==> src/logic/dufc_consts.vh <==
// constants for the converter channel update and format control block
`ifndef DUFC_CONSTS_VH
`define DUFC_CONSTS_VH
`define DUFC_ADDR_W        2
`define DUFC_OFF_CTRL      2'h0
`define DUFC_OFF_HIGH      2'h1
`define DUFC_OFF_LOW       2'h2
`define DUFC_OFF_OUT       2'h3
`define DUFC_CTRL_RESET    8'h00
`define DUFC_DATA_RESET    8'h00
`define DUFC_CTRL_WMASK    8'h9f
`define DUFC_BIT_EN        7
`define DUFC_SRC_HI        4
`define DUFC_SRC_LO        3
`define DUFC_FMT_HI        2
`define DUFC_FMT_LO        0
`define DUFC_SRC_HWRITE    2'h0
`define DUFC_SRC_TIMER     2'h1
`define DUFC_SRC_TRIG_A    2'h2
`define DUFC_SRC_TRIG_B    2'h3
`define DUFC_FMT_4         3'h0
`define DUFC_FMT_5         3'h1
`define DUFC_FMT_6         3'h2
`define DUFC_FMT_7         3'h3
`endif

==> src/logic/dufc_top.v <==
// converter channel control: enable, update source and data word alignment
// Overview of operation
// - 8-bit control: enable, source, format rw; bits 6:5 read zero
// - enable low powers channel down, output off
// - source 00: update on high byte write
// - source 01: update on timer overflow only
// - format 000: high[3:0], low[7:0]
// - format 001: high[4:0], low[7:1]
// - format 010: high[5:0], low[7:2]
// - format 011: high[6:0], low[7:3]
// - other formats: high[7:0], low[7:4]
`timescale 1ns/10ps
`include "dufc_consts.vh"
module dufc_top #(
  parameter DATA_W = 12
) (
  input  wire                    REF_CLK,        // system clock, 125 MHz
  input  wire                    RST,            // synchronous reset, active high
  input  wire [`DUFC_ADDR_W-1:0] ADDR,           // register address
  input  wire [7:0]              WDATA,          // write data
  input  wire                    WR,             // write strobe
  input  wire                    RD,             // read strobe
  output reg  [7:0]              RDATA,          // read data, cycle after strobe
  input  wire                    TIMER_OVF,      // timer overflow pulse
  input  wire                    TRIG_A,         // further trigger for source 10
  input  wire                    TRIG_B,         // further trigger for source 11
  output reg  [DATA_W-1:0]       CONV_DATA,      // word held at converter input
  output reg                     CONV_UPDATE,    // pulse: word just transferred
  output wire                    CONV_ENABLE,    // converter output enabled
  output wire                    CONV_SHUTDOWN   // channel in low-power shutdown
);

  localparam ADDR_W = `DUFC_ADDR_W;

  // register storage and next values
  reg  [7:0]        ctrl_q;
  reg  [7:0]        ctrl_d;
  reg  [7:0]        high_q;
  reg  [7:0]        high_d;
  reg  [7:0]        low_q;
  reg  [7:0]        low_d;

  // converter side next values
  reg  [DATA_W-1:0] conv_data_d;
  reg               conv_update_d;

  // read path next value
  reg  [7:0]        rdata_d;

  // control fields
  wire              en_bit;
  wire [1:0]        src;
  wire [2:0]        fmt;

  // strobe decode
  wire              wr_ctrl;
  wire              wr_high;
  wire              wr_low;

  // update path
  wire [7:0]        high_eff;
  wire              fire;
  wire [DATA_W-1:0] word;

  // address match used by the write strobe decode only
  function dufc_hit;
    input [ADDR_W-1:0] a;
    input [ADDR_W-1:0] off;
    begin
      dufc_hit = (a == off);
    end
  endfunction

  // bits 6:5 hold no storage, so they read back as zero
  function [7:0] dufc_ctrl_mask;
    input [7:0] v;
    begin
      dufc_ctrl_mask = v & `DUFC_CTRL_WMASK;
    end
  endfunction

  // align high and low bytes into the data word
  function [11:0] dufc_align;
    input [2:0] f;
    input [7:0] h;
    input [7:0] l;
    begin
      case (f)
        `DUFC_FMT_4: begin
          dufc_align[11:8] = h[3:0];
          dufc_align[7:0]  = l[7:0];
        end
        `DUFC_FMT_5: begin
          dufc_align[11:7] = h[4:0];
          dufc_align[6:0]  = l[7:1];
        end
        `DUFC_FMT_6: begin
          dufc_align[11:6] = h[5:0];
          dufc_align[5:0]  = l[7:2];
        end
        `DUFC_FMT_7: begin
          dufc_align[11:5] = h[6:0];
          dufc_align[4:0]  = l[7:3];
        end
        default: begin
          dufc_align[11:4] = h[7:0];
          dufc_align[3:0]  = l[7:4];
        end
      endcase
    end
  endfunction

  // one selected event moves the word; the others are ignored
  function dufc_pick;
    input [1:0] s;
    input       hw;
    input       tm;
    input       ta;
    input       tb;
    begin
      case (s)
        `DUFC_SRC_HWRITE: begin
          dufc_pick = hw;
        end
        `DUFC_SRC_TIMER: begin
          dufc_pick = tm;
        end
        `DUFC_SRC_TRIG_A: begin
          dufc_pick = ta;
        end
        `DUFC_SRC_TRIG_B: begin
          dufc_pick = tb;
        end
        default: begin
          dufc_pick = 1'b0;
        end
      endcase
    end
  endfunction

  // read mux; the last offset shows the low byte of the held word
  function [7:0] dufc_read;
    input [ADDR_W-1:0] a;
    input [7:0]        c;
    input [7:0]        h;
    input [7:0]        l;
    input [7:0]        o;
    begin
      case (a)
        `DUFC_OFF_CTRL: begin
          dufc_read = c;
        end
        `DUFC_OFF_HIGH: begin
          dufc_read = h;
        end
        `DUFC_OFF_LOW: begin
          dufc_read = l;
        end
        default: begin
          dufc_read = o;
        end
      endcase
    end
  endfunction

  assign en_bit   = ctrl_q[`DUFC_BIT_EN];
  assign src      = ctrl_q[`DUFC_SRC_HI:`DUFC_SRC_LO];
  assign fmt      = ctrl_q[`DUFC_FMT_HI:`DUFC_FMT_LO];

  // writes to the read-only offset decode to nothing
  assign wr_ctrl  = WR && dufc_hit(ADDR, `DUFC_OFF_CTRL);
  assign wr_high  = WR && dufc_hit(ADDR, `DUFC_OFF_HIGH);
  assign wr_low   = WR && dufc_hit(ADDR, `DUFC_OFF_LOW);

  // word uses the freshly written high byte so the update sees it
  assign high_eff = wr_high ? WDATA : high_q;
  assign word     = dufc_align(fmt, high_eff, low_q);

  assign fire     = dufc_pick(src, wr_high, TIMER_OVF, TRIG_A, TRIG_B);

  assign CONV_ENABLE   = en_bit;
  assign CONV_SHUTDOWN = ~en_bit;

  // register file next state
  always @* begin
    ctrl_d = ctrl_q;
    high_d = high_q;
    low_d  = low_q;
    if (wr_ctrl) begin
      ctrl_d = dufc_ctrl_mask(WDATA);
    end
    if (wr_high) begin
      high_d = WDATA;
    end
    if (wr_low) begin
      low_d = WDATA;
    end
  end

  always @(posedge REF_CLK) begin
    if (RST) begin
      ctrl_q <= `DUFC_CTRL_RESET;
      high_q <= `DUFC_DATA_RESET;
      low_q  <= `DUFC_DATA_RESET;
    end else begin
      ctrl_q <= ctrl_d;
      high_q <= high_d;
      low_q  <= low_d;
    end
  end

  // word still loads while shut down so output is current on enable
  always @* begin
    conv_data_d   = CONV_DATA;
    conv_update_d = fire;
    if (fire) begin
      conv_data_d = word;
    end
  end

  always @(posedge REF_CLK) begin
    if (RST) begin
      CONV_DATA   <= {DATA_W{1'b0}};
      CONV_UPDATE <= 1'b0;
    end else begin
      CONV_DATA   <= conv_data_d;
      CONV_UPDATE <= conv_update_d;
    end
  end

  // read data stands in each cycle after a cycle with the strobe high, zero otherwise
  always @* begin
    rdata_d = 8'h00;
    if (RD) begin
      rdata_d = dufc_read(ADDR, ctrl_q, high_q, low_q, CONV_DATA[7:0]);
    end
  end

  always @(posedge REF_CLK) begin
    if (RST) begin
      RDATA <= 8'h00;
    end else begin
      RDATA <= rdata_d;
    end
  end

endmodule // dufc_top

==> config.mk <==
export PLATFORM = sky130hd
export DESIGN_NAME = dufc_top
export DESIGN_NICKNAME = d
export VERILOG_FILES = /design/src/logic/dufc_top.v
export VERILOG_INCLUDE_DIRS = /design/src /design/src/logic
export SDC_FILE = /design/constraint.sdc
export NUM_CORES = 1
export LEC_CHECK = 0
export BUFFER_PORTS_ARGS = -buffer_cell sky130_fd_sc_hd__buf_2
export CAP_MARGIN = 25
export CORE_UTILIZATION = 59
export DETAILED_ROUTE_END_ITERATION = 6
export HOLD_SLACK_MARGIN = 0.02
export PLACE_DENSITY = 0.81
export SLEW_MARGIN = 25
export SYNTH_ARGS = -nofsm -noshare
export SYNTH_HDL_FRONTEND = slang
export SYNTH_SLANG_ARGS = --single-unit
==> constraint.sdc <==
create_clock -name REF_CLK -period 2.7 [get_ports REF_CLK]
set_input_delay 0 -clock REF_CLK [delete_from_list [all_inputs] [get_ports REF_CLK]]
set_output_delay 0 -clock REF_CLK [all_outputs]
set_load 0.01 [all_outputs]
Yosys cells after proc, flatten, opt, wreduce, memory -nomap -nowiden

Cells that the tools add are included.

Word-level logic and storage cells: 27
Output and inout port bits: 23
Flip-flop bits (word level): 43
Bits of input ports: 17

Eq/ne operators: 8
Reduce and logical (&&, ||, !) cells: 7
Bitwise logic cells: 2
Multiplexer cells: 4

Operators by type and width:

| cell                                                             | count |
|---|---|
| 12-bit one-hot mux with 4 select lines                           | 1 |
| 8-bit one-hot mux with 3 select lines                            | 1 |
| 8-bit 2-to-1 mux                                                 | 1 |
| 2-bit == test (second input constant)                            | 3 |
| 3-bit by 2-bit == test with 1-bit output (second input constant) | 2 |
| 2-bit by 1-bit == test with 1-bit output (second input constant) | 2 |
| 2-bit zero test                                                  | 2 |
| 1-bit one-hot mux with 4 select lines                            | 1 |
| 3-bit by 1-bit == test with 1-bit output (second input constant) | 1 |
| 1-bit logical AND                                                | 3 |
| 3-bit zero test                                                  | 1 |
| 1-bit inverter                                                   | 2 |
| 2-bit OR reduction                                               | 1 |

Longest topological paths before layout

Gate-level depths: netlist (run 1).

Depth in word-level cells: 4
Depth in mapped cells: 6
Mapped depth without buffers: 4

Least setup slack after synthesis (run 1)

No wires, ideal clock.

Kind: register -> register
Start point: register ctrl_q[1]
End point: register CONV_DATA[5]
Clock period less this slack: 1.362 ns
Setup time: 0.123 ns
Data required time: 2.577 ns
Path buffers: 2
Setup slack: 1.338 ns
Data arrival time: 1.239 ns
Cell stages (with the launch flop): 7
Path through: dfxtp_1 -> buf_2 -> buf_2 -> mux2i_1 -> o21ai_0 -> a31oi_1 -> o21ai_0

Longest elaborated chain between the ends: 2
Elaborated cells between the ends (all ways): 5
Those cells by class: eq/ne (3); mux (1); reduce/logical (1)

Ends and longest elaborated chain:

| element                                                          | line           | text |
|---|---|---|
| start, declared                                                  | dufc_top.v:36  | `reg [7:0] ctrl_q;` |
| start signal, assigned                                           | dufc_top.v:202 | `` ctrl_q <= `DUFC_CTRL_RESET; `` |
| start signal, assigned                                           | dufc_top.v:206 | `ctrl_q <= ctrl_d;` |
| 3-bit by 2-bit == test with 1-bit output (tied with other cells) | dufc_top.v:88  | `case (f)` |
| 12-bit one-hot mux with 4 select lines (*)                       | dufc_top.v:88  |  |
| end signal, assigned                                             | dufc_top.v:223 | `CONV_DATA <= {DATA_W{1'b0}};` |
| end signal, assigned                                             | dufc_top.v:226 | `CONV_DATA <= conv_data_d;` |
| end, declared                                                    | dufc_top.v:27  | `output reg [DATA_W-1:0] CONV_DATA,` |

Mark *: on every way between the ends. The rest lies on a longest branch, timed or not.
A chain may end at the register's enable or synchronous reset.

Worst setup path after layout (run 1)

Start point: register ctrl_q[1]
End point: register CONV_DATA[6]

Same word-level chain as after synthesis.

==> out/qor.yml, run 1 <==
p_leak_nw: 1.12
fin_nets: 282
finalSetupViolCount: 0
layout-drive-gt1-share_pct: 24.1
dpl.hpwl_um: 3930
wire_per_inst_um: 17.8
grt_pass1_vias: 1800
slew_viol_final: 0
synth_cell_type_count: 44
powerDensity_mw_per_mm2: 493
hold_path_class: "in2reg"
gr-total-overflow: 0
vias: 2003
worstSetupPathType: "reg2reg"
grt_max_degree: 31
dieArea_sq_mm: 0.00405
syn_area_sq_mm: 0.00224
place_area_sq_mm: 0.00241
syn_nets: 245
place_inst: 298
worstMarginPinSlew_ns: 0.864
cap_violations: 0
p_total_mw: 1.27
port_buffers: 39
clkPwrFrac_pct: 31.4
n_antenna_cell: 0
cp_max_fo: 22
row_count: 22
p_comb_share_pct: 14.4
whs_ns: 0.0824
status: "finished clean"
synth_edf_count: 0
period_share_pct: 72.0
cts_buffer_depth: 2
required_ns: 2.90
cp_slowest_stage_delay_ns: 0.89
path_delay_family: "flip-flops"
multi_input_area_sq_mm: 0.00127
dieWidth_um: 63.6
relSlewSlack_pct: 42.3
fin_skew_ns: 0.00506
finalWorstSetupSlack_ns: 0.757
ant_nets: 0
p_switching_uw: 346
antenna_found_initial: 0
track_usage_pct: 30.2
gp_congestion: 0.935
rsz0062_at_grt: "no"
cts_setup_buffers: 0
cts_tree: "yes"
slowest_stage: "dfxtp_1"
seqCellArea_sq_um: 861
routed_wl_um: 5580
clock-root-buffer: "clkbuf_8"
fill_cells: 287
dr.pass1.iters: 5
initial_core_util_pct: 61.2
drt_iter0_drc: 230
stdcell_area_sq_mm: 0.00257
ys_seq_area_share_pct: 38.4
numCtsBuffers: 5
stdcell_count: 314
tns_ns: 0
grt_pass1_wl_um: 9140
ir_drop_mv: 0.296
avgSynthCellArea_sq_um: 9.83
yosysWarnings: 0
via_per_inst: 6.38
ys_seq_elements: 43
clkSlewWorstSetupHoldPaths_ns: 0.08
clock-sinks: 43
switching_share_pct: 27.3
post-place-ws_ns: 0.802
period_needed_ns: 1.94
holdBufCountCts: 8
area_delta_synth_final_pct: 14.9
cts.repair.resized: 0
io-pin-count: 40
die_y_um: 63.6
hold_viol_final: 0
worstPathBufferInverterCount: 1
power.internal_uw: 923
end_kind: "register"
core_area_sq_mm: 0.00366
syn_inst: 228
drc: 0
fmax_mhz: 515
path_cells: "inv_1 -> nor3_1 -> a211oi_1 -> a32o_1"
start_kind: "register"
worstPathArrival_ns: 2.14
synth-async-reset-ratio_pct: 0
p_seq_share_pct: 54.2
h-tree-depth: 2
ys.flop_type: "dfxtp_1"
fin_util_pct: 70.3
clock_latency_ns: 0.30
sequential cells by signal, indices dropped and copies added, names as in the netlist:
name         flops
CONV_UPDATE      1
CONV_DATA       12
ctrl_q           6
RDATA            8
high_q           8
low_q            8
cells in the mapped netlist, types with 4 or more instances:
master | instances | area share, %
dfxtp_1 | 43 | 38
mux4_2 | 11 | 11
and3_1 | 8 | 2.2
a211oi_1 | 6 | 2.0
o21ai_0 | 8 | 1.8
a21oi_1 | 8 | 1.8
buf_2 | 9 | 2.0
nand2_1 | 14 | 2.3
nor2_1 | 28 | 4.7
mux2i_1 | 27 | 12
clkbuf_1 | 7 | 1.2
inv_1 | 6 | 1.0
nand3_1 | 4 | 0.89
a31oi_1 | 5 | 1.4
worst register-to-register path, cell delays in order, from the launching register on:
cell and delay (ns):
dfxtp_1 0.89, inv_1 0.20, nor3_1 0.37, a211oi_1 0.14, a32o_1 0.24
power by group through the flow:
| stage | Sequential, mW | Combinational (mW) | Clock [mW] |
|---|---|---|---|
| finish | 0.688 | 0.183 | 0.399 |
| global route | 0.691 | 0.198 | 0.439 |
| CTS | 0.686 | 0.180 | 0.405 |
| detailed placement | 0.701 | 0.170 | 0 |
| global placement | 0.701 | 0.168 | 0 |
| floorplan | 0.693 | 0.122 | 0 |
placed cells by master, fill, tap and decap left out, drive strengths merged, types with 3 or more instances in the layout:
cell and count:
clkbuf 7, dfxtp 43, a22oi 3, inv 6
a211oi 6, nand3 4, and3 8, a22o 3
mux4 11, a21oi 8, nand3b 3, mux2i 27
buf 40, a31oi 5, nor3 3, nor2 29
dlygate4sd3 8, nand2 14, o21ai 8, and4b 3
area by class of cell:
type / count / area share, %
well taps: 48 / 2.33
inverters: 6 / 0.875
flip-flops and latches: 43 / 33.4
repair buffers: 48 / 11.0
multi-input cells: 161 / 49.2
clock buffers: 7 / 2.96
clock inverters: 1 / 0.194
final timing paths:
| kind | start | to | slack, ns | cells after the start |
|---|---|---|---|---|
| max | ctrl_q[1]$_SDFFE_PP0P_ | CONV_DATA[6]$_SDFFE_PP0P_ | 0.76 | 4 |
| min | WDATA[2] | low_q[2]$_SDFFE_PP0P_ | 0.08 | 3 |
| max reg2reg | ctrl_q[1]$_SDFFE_PP0P_ | CONV_DATA[6]$_SDFFE_PP0P_ | 0.76 | 4 |
| min reg2reg | CONV_DATA[4]$_SDFFE_PP0P_ | CONV_DATA[4]$_SDFFE_PP0P_ | 0.48 | 2 |
cell families after synthesis:
logic type             count (synthesis)  share of synthesized area (%)
AND/OR/NAND/NOR                       72                           16.3
AO/OA/AOI/OAI                         49                           16.1
flip-flops                            43                           38.4
multiplexers                          40                           24.1
buffers and inverters                 24                           5.03
metal layers:
metal  routed length (um)  track usage, %  vias up
met5                    0               0        -
met4                  102            10.2        0
met3                  616            9.06       12
met2                 2580            46.3      131
met1                 2290            40.2      936
li1                     -               -      924
No activity file was read; power rests on OpenSTA's default activity.
==> inputs of run 2 (changes only) <==
CORE_UTILIZATION = 55   (was 59)
PLACE_DENSITY = 0.76   (was 0.81)
clock period = 2 ns   (was 2.7 ns; I/O delays follow)
==> out/qor.yml, run 2 (synthesis results as in run 1) <==
status: "finished clean"
grt_pass1_wl_um: 9670  # +5.7%
io-pin-count: 40  # unchanged
area_delta_synth_final_pct: 17.4
row_count: 22  # unchanged
finalWorstSetupSlack_ns: 0.302  # -0.455 ns
port_buffers: 39  # unchanged
seqCellArea_sq_um: 862  # +0.15%
r2r_cells: 4  # unchanged
mostFrequentLayoutCell: "dfxtp_1"
period_needed_ns: 1.70  # -0.245 ns
dieArea_sq_mm: 0.00433  # +7.0%
clock-root-buffer: "clkbuf_8"
r2r-end: "CONV_DATA[6]$_SDFFE_PP0P_"
cts_buffer_depth: 2  # unchanged
final_cell_mix: "42 x dfxtp_1, 39 x buf_2, 28 x nor2_1"
clkSlewWorstSetupHoldPaths_ns: 0.08  # about the same
worstSetupPathType: "reg2reg"
start_kind: "register"
numCtsBuffers: 5  # unchanged
clock_latency_ns: 0.30  # about the same
worstPathArrival_ns: 1.89  # -0.25 ns
regMostFlops: "CONV_DATA"
required_ns: 2.19  # -0.71 ns
stdcell_area_sq_mm: 0.00263  # +2.1%
hold_path_class: "in2reg"
relSlewSlack_pct: 62.1  # +20 points
wire_per_inst_um: 18.1  # +1.6%
r2r_slack_ns: 0.30  # -0.46 ns
tns_ns: 0  # unchanged
stdcell_count: 319  # +1.6%
whs_ns: 0.0302  # -0.0522 ns
cts_tree: "yes"
hold_depth: 3  # unchanged
hold_viol_final: 0  # unchanged
initial_core_util_pct: 59.4  # -1.8 points
place_area_sq_mm: 0.00246  # +1.9%
h-tree-depth: 2  # unchanged
p_leak_nw: 1.15  # +3.1%
gr-total-overflow: 0  # unchanged
fin_nets: 287  # +1.8%
fin_util_pct: 69.7  # -0.59 points
grt_pass1_vias: 1884  # +4.7%
n_antenna_cell: 0  # unchanged
clock-sinks: 43  # unchanged
dpl.hpwl_um: 4130  # +5.1%
fill_cells: 299  # +4.2%
ant_nets: 0  # unchanged
fmax_mhz: 589  # +14%
cp_max_fo: 14  # -36%
slew_viol_final: 0  # unchanged
drt_iter0_drc: 146  # -37%
finalSetupViolCount: 0  # unchanged
cts_setup_buffers: 0  # unchanged
via_per_inst: 6.31  # -1.1%
gp_congestion: 0.913  # -2.4%
ir_drop_mv: 0.388  # +31%
layout-drive-gt1-share_pct: 26.6  # +2.5 points
track_usage_pct: 30.5  # +0.34 points
drc: 0  # unchanged
min_to: "low_q[4]$_SDFFE_PP0P_"
place_inst: 304  # +2.0%
multi_input_area_sq_mm: 0.00127  # unchanged
powerDensity_mw_per_mm2: 680  # +38%
die_y_um: 65.8  # +3.5%
fin_skew_ns: 0.00507  # +0.0000136 ns
end_kind: "register"
period_share_pct: 84.9  # +13 points
post-place-ws_ns: 0.179  # -0.623 ns
largest_reg_flops: 12  # unchanged
p_total_mw: 1.79  # +41%
rsz0062_at_grt: "no"
core_area_sq_mm: 0.00377  # +3.0%
cap_violations: 0  # unchanged
vias: 2013  # +0.50%
grt_max_degree: 31  # unchanged
reg2reg_from: "ctrl_q[3]$_SDFFE_PP0P_"
dr.pass1.iters: 4  # -1
worstMarginPinSlew_ns: 0.569  # -0.295 ns
min_from: "WDATA[4]"
antenna_found_initial: 0  # unchanged
dieWidth_um: 65.8  # +3.5%
routed_wl_um: 5770  # +3.2%
==> run 2: cell count changes in the layout (fill, tap and decap cells not counted), sizes merged <==
cell         delta
clkinv          -1
clkbuf          +1
dlygate4sd3     -1
buf             +6
==> run 2: worst max-delay path by stage <==
stage / slack [ns] / from / end / cells after the start
after global routing: 0.22 / ctrl_q[3]$_SDFFE_PP0P_ / CONV_DATA[6]$_SDFFE_PP0P_ / 4
final: 0.30 / ctrl_q[3]$_SDFFE_PP0P_ / CONV_DATA[6]$_SDFFE_PP0P_ / 4
after detailed placement: 0.18 / ctrl_q[0]$_SDFFE_PP0P_ / CONV_DATA[8]$_SDFFE_PP0P_ / 4
after floorplan: 0.64 / ctrl_q[1]$_SDFFE_PP0P_ / CONV_DATA[5]$_SDFFE_PP0P_ / 6
after CTS: 0.17 / ctrl_q[0]$_SDFFE_PP0P_ / CONV_DATA[8]$_SDFFE_PP0P_ / 4
after global placement: 0.26 / ctrl_q[0]$_SDFFE_PP0P_ / CONV_DATA[8]$_SDFFE_PP0P_ / 4
==> run 2: what timing repair did <==
item	in CTS	in global routing
setup endpoints to repair	0	1
hold buffers	7	0
endpoints found under the hold margin	19	0
gates resized for setup	0	1
==> run 2: critical path, stage by stage (launching register included) <==
cell and delay [ns]:
dfxtp_1 0.42, mux2i_1 0.26, a22o_1 0.53, a221oi_1 0.13, a32o_1 0.24
==> run 2: layout make-up <==
cell class / count / area share (%)
timing repair buffer: 53 / 12.1
tap: 48 / 2.28
inverter: 6 / 0.856
clock buffer: 8 / 3.81
sequential: 43 / 32.8
multi-input combinational: 161 / 48.2
==> run 2: metal layers <==
layer	part of all wire (%)	wire length (um)	global-route usage, %	vias up
met5	0	0	0	-
met2	46	2650	46.3	105
met1	41	2340	41.6	957
li1	-	-	-	934
met4	2.4	139	14.1	0
met3	11	635	5.86	17
==> run 2: where the power goes <==
group | internal [mW] | leakage, nW | total, mW | switching, mW
clock | 0.315 | 0.0515 | 0.604 | 0.289
sequential | 0.888 | 0.350 | 0.927 | 0.0390
combinational | 0.120 | 0.752 | 0.258 | 0.138
total | 1.32 | 1.15 | 1.79 | 0.466
